==> src/core/ccf_pkg.sv <==
// constants and types for the contactless frame codec
package ccf_pkg;
    localparam int FIFO_DEPTH = 64;
    localparam int PTR_W = 6;
    localparam int LVL_W = 7;
    localparam logic [LVL_W-1:0] LVL_FULL = 7'h40;
    localparam logic [LVL_W-1:0] LVL_ONE = 7'h01;
    localparam logic [PTR_W-1:0] PTR_ONE = 6'h01;
    localparam logic [7:0] PRE_LAST = 8'h05;
    localparam logic [7:0] PRE_BYTE = 8'h00;
    localparam logic [7:0] SYNC_HI = 8'hb2;
    localparam logic [7:0] SYNC_LO = 8'h4d;
    localparam logic [15:0] SYNC_WORD = {SYNC_HI, SYNC_LO};
    localparam logic [15:0] CRCF_INIT = 16'h0000;
    localparam logic [15:0] CRCF_POLY = 16'h1021;
    localparam logic [15:0] CRCF_GOOD = 16'h0000;
    localparam logic [15:0] CRCA_INIT = 16'h6363;
    localparam logic [15:0] CRCA_POLY = 16'h8408;
    localparam logic [7:0] PER_106 = 8'h80;
    localparam logic [7:0] PER_212 = 8'h40;
    localparam logic [7:0] PER_424 = 8'h20;
    localparam logic [3:0] BITS_ONE = 4'h1;
    localparam logic [3:0] BITS_EOF = 4'h2;
    localparam logic [3:0] BITS_BYTE = 4'h8;
    localparam logic [3:0] BITS_PAR = 4'h9;
    localparam logic [2:0] RXN_LAST = 3'h7;
    typedef enum logic [1:0] {R106, R212, R424} ccf_rate_e;
    typedef enum logic [2:0] {ST_IDLE, ST_SOF, ST_PRE, ST_SYNC, ST_DATA, ST_CRC, ST_EOF, ST_RX} ccf_state_e;
endpackage : ccf_pkg

==> src/core/ccf_frame_codec.sv <==
// framing and bit coding engine with shared 64-byte buffer
`timescale 1ns/100ps
module ccf_frame_codec (
    // clock, reset, enable
    input wire logic CLK_SYS,
    input wire logic RST_N,
    input wire logic CE,
    // mode selection and carrier tick
    input wire logic MODE_TYPEF,
    input wire ccf_pkg::ccf_rate_e RATE,
    input wire logic PARITY_HI_EN,
    input wire logic CARRIER_TICK,
    // processor side of the buffer
    input wire logic WR_REQ,
    input wire logic [7:0] WR_DATA,
    output logic WR_ACK,
    input wire logic RD_REQ,
    output logic [7:0] RD_DATA,
    output logic RD_ACK,
    output logic [ccf_pkg::LVL_W-1:0] BUF_LEVEL,
    // frame control and status
    input wire logic TX_START,
    input wire logic RX_START,
    output logic BUSY,
    output logic RX_DONE,
    output logic RX_CRC_ERR,
    // rf side
    output logic TX_OUT,
    input wire logic RX_BIT_VALID,
    input wire logic RX_BIT
);
    import ccf_pkg::*;

    ccf_state_e state_reg, state_next;
    logic [7:0] car_reg, car_next, cnt_reg, cnt_next, flen_reg, flen_next, rxb_reg, rxb_next;
    logic [8:0] sh_reg, sh_next;
    logic [3:0] nb_reg, nb_next;
    logic [15:0] crc_reg, crc_next, hunt_reg, hunt_next;
    logic [2:0] rxn_reg, rxn_next;
    logic prev_reg, prev_next, tx_reg, tx_next, sync_reg, sync_next, done_reg, done_next;
    logic err_reg, err_next, busy_reg, busy_next, wack_reg, wack_next, rack_reg, rack_next;
    logic [7:0] rdat_reg, rdat_next;
    logic [PTR_W-1:0] wp_reg, wp_next, rp_reg, rp_next;
    logic [LVL_W-1:0] lvl_reg, lvl_next;
    logic [7:0] mem_reg [FIFO_DEPTH];
    logic [7:0] per, half, qtr, head, push_data, nfetch;
    logic bit_end, level, par_on, full, empty, proc_wr, proc_rd, tx_pop, rx_push, push, pop, fetch;

    function automatic logic [7:0] rev8(input logic [7:0] b);
        logic [7:0] r;
        for (int i = 0; i < 8; i++)
            r[i] = b[7-i];
        return r;
    endfunction : rev8

    function automatic logic [15:0] crc_f(input logic [15:0] c, input logic [7:0] b);
        logic [15:0] r;
        r = c;
        for (int i = 7; i >= 0; i--)
            r = (r[15] ^ b[i]) ? ((r << 1) ^ CRCF_POLY) : (r << 1);
        return r;
    endfunction : crc_f

    function automatic logic [15:0] crc_a(input logic [15:0] c, input logic [7:0] b);
        logic [15:0] r;
        r = c;
        for (int i = 0; i < 8; i++)
            r = (r[0] ^ b[i]) ? ((r >> 1) ^ CRCA_POLY) : (r >> 1);
        return r;
    endfunction : crc_a

    // serial unit: bit count and shift pattern, first bit in bit 0
    function automatic logic [12:0] unit_of(input logic [7:0] b, input logic typef, input logic pon);
        if (typef)
            return {BITS_BYTE, 1'b0, rev8(b)};
        else if (pon)
            return {BITS_PAR, ~^b, b};
        else
            return {BITS_BYTE, 1'b0, b};
    endfunction : unit_of

    // type F has no 106 rate, so it falls back to its base rate
    always_comb
    begin
        unique case (RATE)
            R424: per = PER_424;
            R212: per = PER_212;
            default: per = MODE_TYPEF ? PER_212 : PER_106;
        endcase
    end

    assign half = per >> 1;
    assign qtr = per >> 2;
    assign bit_end = CARRIER_TICK && (car_reg == per - 8'h01);
    assign par_on = (RATE == R106) || PARITY_HI_EN;
    assign full = (lvl_reg == LVL_FULL);
    assign empty = (lvl_reg == '0);
    assign head = mem_reg[rp_reg];
    // processor cannot write during receive nor read during a frame, so each end of the buffer has one owner
    assign proc_wr = WR_REQ && !full && (state_reg != ST_RX);
    assign proc_rd = RD_REQ && !empty && (state_reg == ST_IDLE);
    assign push = proc_wr || rx_push;
    assign pop = proc_rd || tx_pop;
    assign push_data = proc_wr ? WR_DATA : rxb_next;

    // line level within the current bit
    always_comb
    begin
        if (MODE_TYPEF)
            level = (car_reg < half) ? sh_reg[0] : ~sh_reg[0];
        else if (state_reg == ST_EOF && nb_reg == BITS_ONE)
            level = 1'b1;
        else
            level = ~((sh_reg[0] && car_reg >= half && car_reg < half + qtr) ||
                      (!sh_reg[0] && !prev_reg && car_reg < qtr));
    end

    always_comb
    begin
        state_next = state_reg;
        car_next = car_reg;
        sh_next = sh_reg;
        nb_next = nb_reg;
        prev_next = prev_reg;
        cnt_next = cnt_reg;
        flen_next = flen_reg;
        crc_next = crc_reg;
        tx_next = tx_reg;
        hunt_next = hunt_reg;
        rxb_next = rxb_reg;
        rxn_next = rxn_reg;
        sync_next = sync_reg;
        done_next = 1'b0;
        err_next = err_reg;
        tx_pop = 1'b0;
        rx_push = 1'b0;
        fetch = 1'b0;
        nfetch = (state_reg == ST_DATA) ? cnt_reg : 8'h00;
        if (state_reg == ST_IDLE)
        begin
            tx_next = ~MODE_TYPEF;
            car_next = '0;
            if (TX_START && MODE_TYPEF)
            begin
                state_next = ST_PRE;
                cnt_next = '0;
                crc_next = CRCF_INIT;
                {nb_next, sh_next} = unit_of(PRE_BYTE, 1'b1, 1'b0);
            end
            else if (TX_START)
            begin
                state_next = ST_SOF;
                crc_next = CRCA_INIT;
                prev_next = 1'b0;
                nb_next = BITS_ONE;
                sh_next = '0;
            end
            else if (RX_START && MODE_TYPEF)
            begin
                state_next = ST_RX;
                sync_next = 1'b0;
                hunt_next = '0;
                err_next = 1'b0;
            end
        end
        else if (state_reg == ST_RX)
        begin
            // hunting for the sync word drops the preamble without counting it
            if (RX_BIT_VALID && !sync_reg)
            begin
                hunt_next = {hunt_reg[14:0], RX_BIT};
                if (hunt_next == SYNC_WORD)
                begin
                    sync_next = 1'b1;
                    rxn_next = '0;
                    cnt_next = '0;
                    crc_next = CRCF_INIT;
                end
            end
            else if (RX_BIT_VALID)
            begin
                rxb_next = {rxb_reg[6:0], RX_BIT};
                rxn_next = rxn_reg + 3'h1;
                if (rxn_reg == RXN_LAST)
                begin
                    crc_next = crc_f(crc_reg, rxb_next);
                    cnt_next = cnt_reg + 8'h01;
                    if (cnt_reg == 8'h00)
                        flen_next = rxb_next;
                    if (cnt_reg == 8'h00 || cnt_reg < flen_reg)
                    begin
                        rx_push = !full;
                        err_next = err_reg || full;
                    end
                    if (cnt_reg != 8'h00 && cnt_reg == flen_reg + 8'h01)
                    begin
                        state_next = ST_IDLE;
                        done_next = 1'b1;
                        err_next = err_reg || full || (crc_next != CRCF_GOOD);
                    end
                end
            end
        end
        else if (CARRIER_TICK)
        begin
            car_next = bit_end ? '0 : car_reg + 8'h01;
            tx_next = level;
            if (bit_end && nb_reg != BITS_ONE)
            begin
                sh_next = sh_reg >> 1;
                nb_next = nb_reg - BITS_ONE;
                prev_next = sh_reg[0];
            end
            else if (bit_end)
            begin
                prev_next = sh_reg[0];
                unique case (state_reg)
                    ST_PRE:
                        if (cnt_reg == PRE_LAST)
                        begin
                            state_next = ST_SYNC;
                            cnt_next = '0;
                            {nb_next, sh_next} = unit_of(SYNC_HI, 1'b1, 1'b0);
                        end
                        else
                        begin
                            cnt_next = cnt_reg + 8'h01;
                            {nb_next, sh_next} = unit_of(PRE_BYTE, 1'b1, 1'b0);
                        end
                    ST_SYNC:
                        if (cnt_reg == 8'h00)
                        begin
                            cnt_next = 8'h01;
                            {nb_next, sh_next} = unit_of(SYNC_LO, 1'b1, 1'b0);
                        end
                        else
                        begin
                            state_next = ST_DATA;
                            fetch = 1'b1;
                        end
                    ST_SOF, ST_DATA:
                    begin
                        state_next = ST_DATA;
                        fetch = 1'b1;
                    end
                    ST_CRC:
                        if (cnt_reg == 8'h00)
                        begin
                            cnt_next = 8'h01;
                            {nb_next, sh_next} = unit_of(MODE_TYPEF ? crc_reg[7:0] : crc_reg[15:8], MODE_TYPEF, par_on);
                        end
                        else if (MODE_TYPEF)
                            state_next = ST_IDLE;
                        else
                        begin
                            state_next = ST_EOF;
                            nb_next = BITS_EOF;
                            sh_next = '0;
                        end
                    ST_EOF:
                        state_next = ST_IDLE;
                    ST_IDLE, ST_RX:
                        state_next = state_reg;
                endcase
                // first buffered byte is the length; type F stops after that many bytes
                if (fetch && (empty || (MODE_TYPEF && nfetch != 8'h00 && nfetch == flen_reg)))
                begin
                    state_next = ST_CRC;
                    cnt_next = '0;
                    {nb_next, sh_next} = unit_of(MODE_TYPEF ? crc_reg[15:8] : crc_reg[7:0], MODE_TYPEF, par_on);
                end
                else if (fetch)
                begin
                    tx_pop = 1'b1;
                    cnt_next = nfetch + 8'h01;
                    if (nfetch == 8'h00)
                        flen_next = head;
                    crc_next = MODE_TYPEF ? crc_f(crc_reg, head) : crc_a(crc_reg, head);
                    {nb_next, sh_next} = unit_of(head, MODE_TYPEF, par_on);
                end
            end
        end
        busy_next = (state_next != ST_IDLE);
        wack_next = proc_wr;
        rack_next = proc_rd;
        rdat_next = proc_rd ? head : rdat_reg;
        // local strobes, not push and pop, so this process never reads back its own outputs
        wp_next = (proc_wr || rx_push) ? wp_reg + PTR_ONE : wp_reg;
        rp_next = (proc_rd || tx_pop) ? rp_reg + PTR_ONE : rp_reg;
        lvl_next = lvl_reg + ((proc_wr || rx_push) ? LVL_ONE : '0) - ((proc_rd || tx_pop) ? LVL_ONE : '0);
    end

    always_ff @(posedge CLK_SYS or negedge RST_N)
    begin
        if (!RST_N)
        begin
            state_reg <= ST_IDLE;
            {car_reg, cnt_reg, flen_reg, rxb_reg, sh_reg, nb_reg, crc_reg, hunt_reg, rxn_reg} <= '0;
            {prev_reg, sync_reg, done_reg, err_reg, busy_reg, wack_reg, rack_reg} <= '0;
            tx_reg <= 1'b1;
            {rdat_reg, wp_reg, rp_reg, lvl_reg} <= '0;
        end
        else if (CE)
        begin
            state_reg <= state_next;
            {car_reg, cnt_reg, flen_reg, rxb_reg, sh_reg, nb_reg, crc_reg, hunt_reg, rxn_reg} <=
                {car_next, cnt_next, flen_next, rxb_next, sh_next, nb_next, crc_next, hunt_next, rxn_next};
            {prev_reg, sync_reg, done_reg, err_reg, busy_reg, wack_reg, rack_reg} <=
                {prev_next, sync_next, done_next, err_next, busy_next, wack_next, rack_next};
            tx_reg <= tx_next;
            {rdat_reg, wp_reg, rp_reg, lvl_reg} <= {rdat_next, wp_next, rp_next, lvl_next};
        end
    end

    // storage has no reset; only the pointers define what is valid
    for (genvar g = 0; g < FIFO_DEPTH; g++)
    begin : g_mem
        always_ff @(posedge CLK_SYS)
        begin
            if (CE && push && wp_reg == PTR_W'(g))
                mem_reg[g] <= push_data;
        end
    end

    assign TX_OUT = tx_reg;
    assign BUSY = busy_reg;
    assign RX_DONE = done_reg;
    assign RX_CRC_ERR = err_reg;
    assign WR_ACK = wack_reg;
    assign RD_ACK = rack_reg;
    assign RD_DATA = rdat_reg;
    assign BUF_LEVEL = lvl_reg;
endmodule : ccf_frame_codec

==> config.mk <==
export PLATFORM = sky130hd
export DESIGN_NAME = ccf_frame_codec
export DESIGN_NICKNAME = d
export VERILOG_FILES = /design/src/core/ccf_pkg.sv /design/src/core/ccf_frame_codec.sv
export SDC_FILE = /design/constraint.sdc
export NUM_CORES = 1
export LEC_CHECK = 0
export ABC_AREA = 1
export BUFFER_PORTS_ARGS = -buffer_cell sky130_fd_sc_hd__buf_2
export CAP_MARGIN = 40
export CORE_MARGIN = 4
export CORE_UTILIZATION = 64
export DETAILED_ROUTE_END_ITERATION = 8
export PLACE_DENSITY_LB_ADDON = 0.08
export SYNTH_ARGS = -nofsm -noshare
export SYNTH_HDL_FRONTEND = slang
export SYNTH_SLANG_ARGS = --single-unit
==> constraint.sdc <==
create_clock -name CLK_SYS -period 5.9 [get_ports CLK_SYS]
set_input_delay 0.885 -clock CLK_SYS [delete_from_list [all_inputs] [get_ports CLK_SYS]]
set_output_delay 0.885 -clock CLK_SYS [all_outputs]
set_load 0.01 [all_outputs]
# Yosys cells after proc, flatten, opt, wreduce, memory -nomap -nowiden
# Memory sizes are Yosys's and may differ from the RTL's.
# Cells that the tools add are included.
# Widths: inputs -> output; s select.
[totals] n_memories=1 latch_bits=0 word_cells=912 regBits=117 rom_bits=0 ramBits=512
[op_classes] muxes=510 shifts=0 n_bitwise=51 n_reduce_logical=206 mul=0 addsub=12 order_cmp=5 n_eq_ne=105 n_div=0
[mem_list] memory="mem_reg" words=64 width=8 read_ports=1 rd_ports_with_merged_regs=0 wr=1 line_no="ccf_frame_codec.sv:45" text="logic [7:0] mem_reg [FIFO_DEPTH];"
[ops] op="$mux 8" n=101
[ops] op="$reduce_or 8->1" n=63
[ops] op="$mux 6" n=63
[ops] op="$mux 16" n=22
[ops] op="$mux 1" n=245
[ops] op="$mux 13" n=16
[ops] op="$eq 6x6->1 const B" n=32
[ops] op="$mux 9" n=12
[ops] op="$eq 6x5->1 const B" n=16
[ops] op="$mux 15" n=6
[ops] op="$logic_and 1x1->1" n=83
[ops] op="$mux 10" n=6
[ops] op="$mux 3" n=20
[ops] op="$eq 6x4->1 const B" n=8
[ops] op="$mux 4" n=12
[ops] op="$not 3->3" n=15
[ops] op="$add 8x1->8 const B" n=4
[ops] op="$pmux 8 s2" n=2
[ops] op="$pmux 9 s3" n=1
[ops] op="$eq 6x3->1 const B" n=4
[ops] op="$eq 8x8->1" n=3
[ops] op="$not 2->3" n=8
[ops] op="$reduce_xnor 8->1" n=3
[ops] op="$xor 1x1->1" n=24
[ops] op="other kinds (60)" n=120

# Logic depth before layout (Yosys ltp)
# Gate-level depths: netlist of the first run.
[logic_depth] ltp_word=77 mapped_depth=26 ltp_nobuf=26

# Worst setup path after synthesis of the first run
# Ideal clock, no wire load.
[synth_path] path_kind="in2reg" from="input port RX_BIT_VALID" to="memory mem_reg[0][2] (data pin)" cell_stages=8 setup_ps=702 slack_ps=728 t_arrival_ps=4471 cell_sequence="inv_1 > nor2_1 > nor2_2 > inv_1 > nor2_1 > buf_2 > o21ai_0 > o21ai_0"
[synth_between] word_cells_on_any_way=323
[synth_rtl] element="start, declared" line_no="ccf_frame_codec.sv:29" text="input wire logic RX_BIT_VALID,"
[synth_rtl] element="$mux 8 / $logic_and 1x1->1 (equally long branches)" line_no="ccf_frame_codec.sv:180, ccf_frame_codec.sv:169"
[synth_rtl] element="$mux 8 (*)" line_no="ccf_frame_codec.sv:169" text="if (RX_BIT_VALID && !sync_reg)"
[synth_rtl] element="$mux 8 (*)" line_no="ccf_frame_codec.sv:166" text="else if (state_reg == ST_RX)"
[synth_rtl] element="$mux 8 (*)" line_no="ccf_frame_codec.sv:139" text="if (state_reg == ST_IDLE)"
[synth_rtl] element="$mux 8 (*)" line_no="ccf_frame_codec.sv:104" text="assign push_data = proc_wr ? WR_DATA : rxb_next;"
[synth_rtl] element="net push_data[2]" line_no="ccf_frame_codec.sv:46" text="logic [7:0] per, half, qtr, head, push_data, nfetch;"
[synth_rtl] element="$mux 8 (no source line) (62 in series)"
[synth_rtl] element="$mux 8 (no source line) (*)"
[synth_rtl] element="end, declared" line_no="ccf_frame_codec.sv:45"
# The timed path passes the listed nets; every way through them passes the cells marked *.

# Worst setup path after layout of the first run
[layout_path] from="input port RATE[0]" to="register lvl_reg[6], in the netlist BUF_LEVEL[6]"
[layout_between] elab_chain_cells=13 word_cells_on_any_way=15
[layout_rtl] element="start, declared" line_no="ccf_frame_codec.sv:10" text="input wire ccf_pkg::ccf_rate_e RATE,"
[layout_rtl] element="$eq 2x1->1 / $eq 2x2->1 (equally long branches)" line_no="ccf_frame_codec.sv:85" text="unique case (RATE)"
[layout_rtl] element="$pmux 8 s2 (*)" line_no="ccf_frame_codec.sv:85"
[layout_rtl] element="$sub 8x1->8 (*)" line_no="ccf_frame_codec.sv:94" text="assign bit_end = CARRIER_TICK && (car_reg == per - 8'h01);"
[layout_rtl] element="$eq 8x8->1 (*)" line_no="ccf_frame_codec.sv:94"
[layout_rtl] element="$logic_and 1x1->1 (*)" line_no="ccf_frame_codec.sv:94"
[layout_rtl] element="$mux 1 / $logic_and 1x1->1 (equally long branches)" line_no="ccf_frame_codec.sv:214, ccf_frame_codec.sv:208"
[layout_rtl] element="$mux 1 (*)" line_no="ccf_frame_codec.sv:208" text="if (bit_end && nb_reg != BITS_ONE)"
[layout_rtl] element="$mux 1 (*)" line_no="ccf_frame_codec.sv:204" text="else if (CARRIER_TICK)"
[layout_rtl] element="$mux 1 (*)" line_no="ccf_frame_codec.sv:166"
[layout_rtl] element="$mux 1 (*)" line_no="ccf_frame_codec.sv:139"
[layout_rtl] element="$logic_or 1x1->1 (*)" line_no="ccf_frame_codec.sv:290" text="lvl_next = lvl_reg + ((proc_wr || rx_push) ? LVL_ONE : '0) - ((proc_rd || tx_pop) ? LVL_ONE : '0);"
[layout_rtl] element="$mux 1 (*)" line_no="ccf_frame_codec.sv:290"
[layout_rtl] element="$sub 7x1->7 (*)" line_no="ccf_frame_codec.sv:290"
[layout_rtl] element="end signal, assigned" line_no="ccf_frame_codec.sv:311" text="{rdat_reg, wp_reg, rp_reg, lvl_reg} <= {rdat_next, wp_next, rp_next, lvl_next};"
[layout_rtl] element="end, declared" line_no="ccf_frame_codec.sv:44" text="logic [LVL_W-1:0] lvl_reg, lvl_next;"
# Mark *: on every way between the ends. The rest lies on a longest branch, timed or not.
# A chain may end at the register's enable or synchronous reset.

==> impl_results.md, run 1 <==
* Status: finished clean
* RSZ-0062 raised after global routing: no
* TritonCTS clock tree: done
* Crit path arrival time at 5350 ps
* Max FFs per register at 512
* Critical Path End Type: flop
* Vias in the first global route at 23400
* # setup viols final at 0
* Clock-pin slew on the worst setup and hold paths at 60 ps
* Peak VDD IR at 0.290 mV
* GRT Total Usage at 32.7%
* I/O pin count at 43
* Avg Vias per Cell at 6.02
* DIE WIDTH at 229 µm
* Initial antenna violation count at 1
* Hold_buf cts at 0
* Largest net degree at the start of global routing at 207
* Cells after synthesis at 3349
* Main synth FF type: edfxtp_1
* Drc violations at 0
* Vias at 24300
* Syn Std Cell Area at 31300 µm²
* Die footprint at 52500 µm²
* Power per Cell Area at 369 nW/µm²
* Share of the synthesized area in the top cell type at 49.1%
* Maximum clock insertion buffer count at 3
* Clk_lat worst skew at 620 ps
* Syn Area/Cell at 9.35 µm²
* P_leak at 0.0139 µW
* CP max stage delay at 350 ps
* Per-cell routed wire length at 21.4 µm
* Endpoints failing hold at 0
* CP max FO at 7
* Worst Hold Class: in2async
* Achievable frequency at 207 MHz
* CP required at 6430 ps
* Netlist cell types at 56
* TritonRoute pass-1 iters at 7
* Flop-to-flop setup slack at 1640 ps
* Worst slew pin tran at 1040 ps
* CTS resizes at 0
* Max Slew Vio Count at 0
* Slowest CP cell: o31ai_1
* Detailed Place HPWL at 56300 µm
* Number of flops mapped to enable cells by yosys at 512
* Sink Count at 629
* Critical path class: in2reg
* Initial Utilization at 65.2%
* Post-synthesis sequential area ratio at 58.4%
* Relative slew slack at 30.8%
* Final Cycle Share at 81.8%
* Max cap viols at 0
* Fin cells at 4033
* Area of the core at 48000 µm²
* Clk Tree Root Cell: clkbuf_16
* Initial DRC count at 2814
* Crit-path most repeated cell: inv_1
* Fin worst setup slack at 1080 ps
* Cell with the most instances after synthesis: nand2_1
* Synth top cells by count: nand2_1 (991), edfxtp_1 (512), nor2_1 (372)
* PortBufs at 42
* Setup Fix Bufs, Post-CTS at 0
* Place WS at 557 ps
* Layout cell share with drive strength beyond 1 at 8.54%
* Fin nets at 3440
* Syn_nets at 3423
* Setup TNS at 0 ps
* # H-tree levels at 3
* Largest area contributor in the netlist: edfxtp_1
* Area delta synth->final at 8.97%
* Yosys warns at 0
* Post-route ant nets at 0
* TritonCTS Buffers at 66
* Setup Skew at 28.7 ps
* Number of core rows at 80
* Period minus WS final at 4820 ps
* Routability cong. at 0.994
* Inst Count DP at 3913
* Top cells by area, synth: edfxtp_1 (49%), nand2_1 (12%), dfrtp_1 (9.3%), nand3_1 (5.4%), nor2_1 (4.5%)
* Critical Path Source Type: primary input
* Total congestion overflow at 0
* Seq cells post-synth at 629
* Routed wire length at 86300 µm
* Die Y at 229 µm
* First-pass GRT wire length at 134000 µm
* # diodes at 0
* Async SR Flop Fraction at 18.6%
==> layer usage <==
layer / vias to the layer above / wire [µm] / global-route usage (%)
met3: 216 / 7970 / 6.14
met2: 1240 / 40100 / 51.6
met1: 11600 / 34900 / 45.6
met5: - / 7 / 0
li1: 11200 / - / -
met4: 2 / 3390 / 13.0
==> placed cells by master, fill, tap and decap left out, types with 8 or more instances in the layout <==
cell type,count
buf_4,50
edfxtp_1,512
clkbuf_1,20
xor2_1,52
nor2_1,372
o21ai_1,39
inv_1,223
inv_2,14
o21ai_0,165
nand4_1,12
a21oi_1,109
nand2_2,18
ha_1,50
clkinv_1,11
nor4_1,8
dfrtp_1,114
nand3_1,335
clkinv_2,12
clkbuf_16,66
buf_2,41
nor3_1,17
nand2_1,989
xnor2_1,27
o211ai_1,32
nor2_2,10
nand3_2,16
==> cell type report <==
| class | count | area, µm² |
|---|---|---|
| clock buffer | 87 | 1740 |
| tap | 615 | 769 |
| inverter | 245 | 932 |
| fill | 3569 | 13900 |
| timing repair buffer | 102 | 841 |
| multi-input combinational | 2322 | 11200 |
| clock inverter | 33 | 347 |
| sequential | 629 | 18300 |
==> critical path: cells and delay by family <==
family                     cells  cell delay, ps
adders and majority gates      5            1360
xor gates and xnor gates       1             160
and+or+nand+nor                7            1120
AOI/OAI and AO/OA              7            1330
buffers and inverters          6             490
==> report_power, final <==
group / leakage, µW / internal [µW] / switching, µW
Sequential: 0.00612 / 5300 / 392
Combinational: 0.00678 / 896 / 1940
Clock: 0.00102 / 2290 / 1760
==> stage by stage <==
stage / total power [µW] / utilization, % / area (µm²) / hold slack (ps)
2_1_floorplan: 7620 / - / 31300 / 448
3_3_place_gp: 8430 / 66.0 / 31700 / 459
3_5_place_dp: 8530 / 66.7 / 32000 / 463
4_1_cts: 12500 / 71.0 / 34100 / 246
5_1_grt: 13200 / 71.0 / 34100 / 268
6_report: 12600 / 71.0 / 34100 / 244
==> cell families after synthesis <==
family	Yosys count	share of synthesized area, %
flip-flops	629	58.4
buffers and inverters	398	6.10
AO/OA/AOI/OAI	388	6.84
XOR/XNOR	81	2.31
adder cells (fa/ha/maj)	52	2.13
AND/OR/NAND/NOR	1801	24.2
==> worst paths after layout <==
path                         startpoint              to  cells after the start
max in group asynchronous         RST_N      RX_CRC_ERR                      3
min in group CLK_SYS         RD_DATA[1]      RD_DATA[1]                      2
max reg2reg                state_reg[0]  mem_reg[18][2]                     10
max                             RATE[0]    BUF_LEVEL[6]                     26
min reg2reg                  RD_DATA[1]      RD_DATA[1]                      2
min                               RST_N      car_reg[6]                      1
No activity file was read; power rests on OpenSTA's default activity.
==> run 2: changes to the inputs <==
--- a/config.mk
+++ b/config.mk
@@ -5,11 +5,11 @@
 export SDC_FILE = /design/constraint.sdc
 export NUM_CORES = 1
 export LEC_CHECK = 0
-export ABC_AREA = 1
+export ABC_AREA = 0
 export BUFFER_PORTS_ARGS = -buffer_cell sky130_fd_sc_hd__buf_2
 export CAP_MARGIN = 40
 export CORE_MARGIN = 4
-export CORE_UTILIZATION = 64
+export CORE_UTILIZATION = 63
 export DETAILED_ROUTE_END_ITERATION = 8
 export PLACE_DENSITY_LB_ADDON = 0.08
 export SYNTH_ARGS = -nofsm -noshare
==> constraint.sdc (replaced) <==
create_clock -name CLK_SYS -period 4.65 [get_ports CLK_SYS]
set_input_delay 0.6975 -clock CLK_SYS [delete_from_list [all_inputs] [get_ports CLK_SYS]]
set_output_delay 0.6975 -clock CLK_SYS [all_outputs]
set_load 0.01 [all_outputs]
==> run 2 against run 1 <==
Clock-buffer cell count grew 4; sequential share of layout area grew 2.2 points; non-clock buffer count grew 90; total power grew 59%; synthesized cell count shrank 39%; critical path depth shrank 6; sequential power grew 33%; largest power group unchanged; synthesized area shrank 7.7%; global-route usage shrank 3.2 points; die area shrank 6.0%; core utilization grew 1.2 points; setup slack lost 780 ps.
==> impl_results.md, run 2 <==
* CP required at 5120 ps
* GRT Total Usage at 29.6%
* Initial Utilization at 63.7%
* Sink Count at 629
* Slowest CP cell: dfrtp_1
* # fillers at 2956
* TritonCTS clock tree: done
* Area delta synth->final at 13.4%
* Top cell family by delay on the critical path: compound AO/OA/AOI/OAI gates
* Synth top cells by count: edfxtp_1 (512), nand2_1 (146), nor2_1 (144)
* Fin nets at 2235
* Met2 Use GR at 48.2%
* Avg Vias per Cell at 6.49
* Worst slew pin tran at 927 ps
* Syn_nets at 2102
* TritonCTS Buffers at 66
* Achievable frequency at 230 MHz
* Internal Pwr Total at 12900 µW
* Vias in the first global route at 18300
* Part of the power in registers at 37.8%
* Gate power share at 35.9%
* Largest area contributor in the netlist: edfxtp_1
* Die Y at 222 µm
* Total congestion overflow at 0
* Area of the core at 45400 µm²
* Top cells by area, synth: edfxtp_1 (53%), dfrtp_1 (10%), mux4_2 (7.4%), mux2i_1 (3.4%), xnor2_1 (2.4%)
* Busiest layer in global routing: met2
* Initial DRC count at 2191
* Async SR Flop Fraction at 18.6%
* Seq cells post-synth at 629
* Post-route ant nets at 0
* Endpoints failing hold at 0
* Commonest non-fill, non-tap cell in the layout: edfxtp_1
* Yosys warns at 0
* Largest net degree at the start of global routing at 65
* Share of the synthesized area in the top cell type at 53.2%
* Max cap viols at 0
* R2R Path End: BUF_LEVEL[6]
* Maximum clock insertion buffer count at 3
* PortBufs at 42
* Routability cong. at 0.975
* # diodes at 0
* Number of core rows at 78
* Die footprint at 49400 µm²
* # H-tree levels at 3
* Power per Cell Area at 610 nW/µm²
* Critical path cell sequence: nor3b_4, nand2_1, ha_1, o21ai_0, nand2_1, o41ai_4, nor2_1, a32o_1, ha_1, inv_1, ha_1, fa_1, a21oi_1, o21bai_1, a21oi_1, nor2_1, nor2_1, xnor2_1, nand2_1, xnor2_1
* Hold_buf cts at 0
* Relative slew slack at 37.7%
* Main synth FF type: edfxtp_1
* I/O pin count at 43
* Worst Reg-to-Reg Cells at 20
* Max Slew Vio Count at 0
* Critical Path Source Type: flop
* Switching share of power at 35.3%
* CP max FO at 9
* Hold WS at 139 ps
* CP max stage delay at 440 ps
* Drc violations at 0
* Crit path arrival time at 4820 ps
* Setup Skew at 34.1 ps
* Critical Path End Type: flop
* Worst Hold Class: in2async
* Clock-pin slew on the worst setup and hold paths at 60 ps
* Syn Std Cell Area at 28900 µm²
* Cells after synthesis at 2028
* Syn Area/Cell at 14.3 µm²
* Final Cycle Share at 93.6%
* Layout cell share with drive strength beyond 1 at 20.1%
* Peak VDD IR at 0.523 mV
* P_leak at 0.0119 µW
* Worst Path Buf+Inv at 1
* Flop-to-flop setup slack at 300 ps
* # setup viols final at 0
* Met3 global-route usage at 4.82%
* Per-cell routed wire length at 25.9 µm
* Setup Fix Bufs, Post-CTS at 0
* TritonRoute pass-1 iters at 5
* RSZ-0062 raised after global routing: no
* CTS resizes at 0
* Final Util at 72.3%
* Netlist cell types at 77
* M1 GR Usage at 41.5%
* Vias at 18300
* Detailed Place HPWL at 48200 µm
* Post-synthesis sequential area ratio at 63.3%
* Period minus WS final at 4350 ps
* Clk Tree Root Cell: clkbuf_16
* Most frequent cells in the layout: edfxtp_1 (512), nand2_1 (146), buf_4 (144), nor2_1 (143), dfrtp_1 (113)
* Routed wire length at 72800 µm
* Status: finished clean
* Cell with the most instances after synthesis: edfxtp_1
* Critical path class: reg2reg
* First-pass GRT wire length at 112000 µm
* Initial antenna violation count at 0
* Setup TNS at 0 ps
* Clk pwr share at 26.3%
* Switch Pwr at 7050 µW
* Max FFs per register at 512
* Number of flops mapped to enable cells by yosys at 512
* Clk_lat worst skew at 610 ps
* DIE WIDTH at 222 µm
* Reg-to-reg startpoint: state_reg[1]
* Total power at 20000 µW
==> run 2: area by class of cell <==
| type | count | area, µm² | share of cell area (%) |
|---|---|---|---|
| Clock buffer | 91 | 1860 | 5.67 |
| Clock inverter | 28 | 345 | 1.05 |
| Inverter | 46 | 173 | 0.527 |
| Multi-Input combinational cell | 1226 | 9930 | 30.3 |
| Sequential cell | 629 | 18300 | 55.8 |
| Tap cell | 600 | 751 | 2.29 |
| Timing Repair Buffer | 192 | 1430 | 4.35 |
==> run 2: layer usage <==
metal	part of all wire, %	vias to the layer above
li1	-	8023
met1	40	9196
met5	0	-
met2	49	860
met4	3.7	0
met3	7.7	177
==> run 2: cell families after synthesis <==
| group | count (synthesis) | share of synthesized area [%] |
|---|---|---|
| DFF | 629 | 63.3 |
| buffers and inverters | 173 | 2.69 |
| and+or+nand+nor | 440 | 6.96 |
| AOI/OAI and AO/OA | 392 | 8.93 |
| adders and majority gates | 52 | 2.30 |
| xor gates and xnor gates | 122 | 3.84 |
| muxes | 220 | 12.0 |
==> run 2: how the worst max path moves through the flow <==
stage | depth (start not counted) | from | endpoint
5_1_grt | 20 | state_reg[2] | BUF_LEVEL[6]
2_1_floorplan | 24 | MODE_TYPEF | BUF_LEVEL[6]
3_5_place_dp | 23 | RATE[0] | BUF_LEVEL[6]
3_3_place_gp | 23 | RATE[0] | BUF_LEVEL[6]
6_report | 20 | state_reg[1] | BUF_LEVEL[6]
4_1_cts | 20 | state_reg[1] | BUF_LEVEL[6]
==> run 2: power by group through the flow <==
stage / combinational [µW] / sequential [µW] / clock, µW
6_report: 7170 / 7550 / 5260
5_1_grt: 7680 / 7610 / 5600
4_1_cts: 7140 / 7540 / 5330
3_5_place_dp: 7060 / 7650 / 0
3_3_place_gp: 6960 / 7630 / 0
2_1_floorplan: 5130 / 7370 / 0
==> run 2: stage by stage <==
stage                     setup WS [ps]  area [µm²]  cells
after floorplan                    48.9       28900   2028
after CTS                           329       32800   2812
after global placement              132       30600   2692
after global routing               78.6       32800   2812
final                               297       32800   2812
after detailed placement           48.2       30600   2693
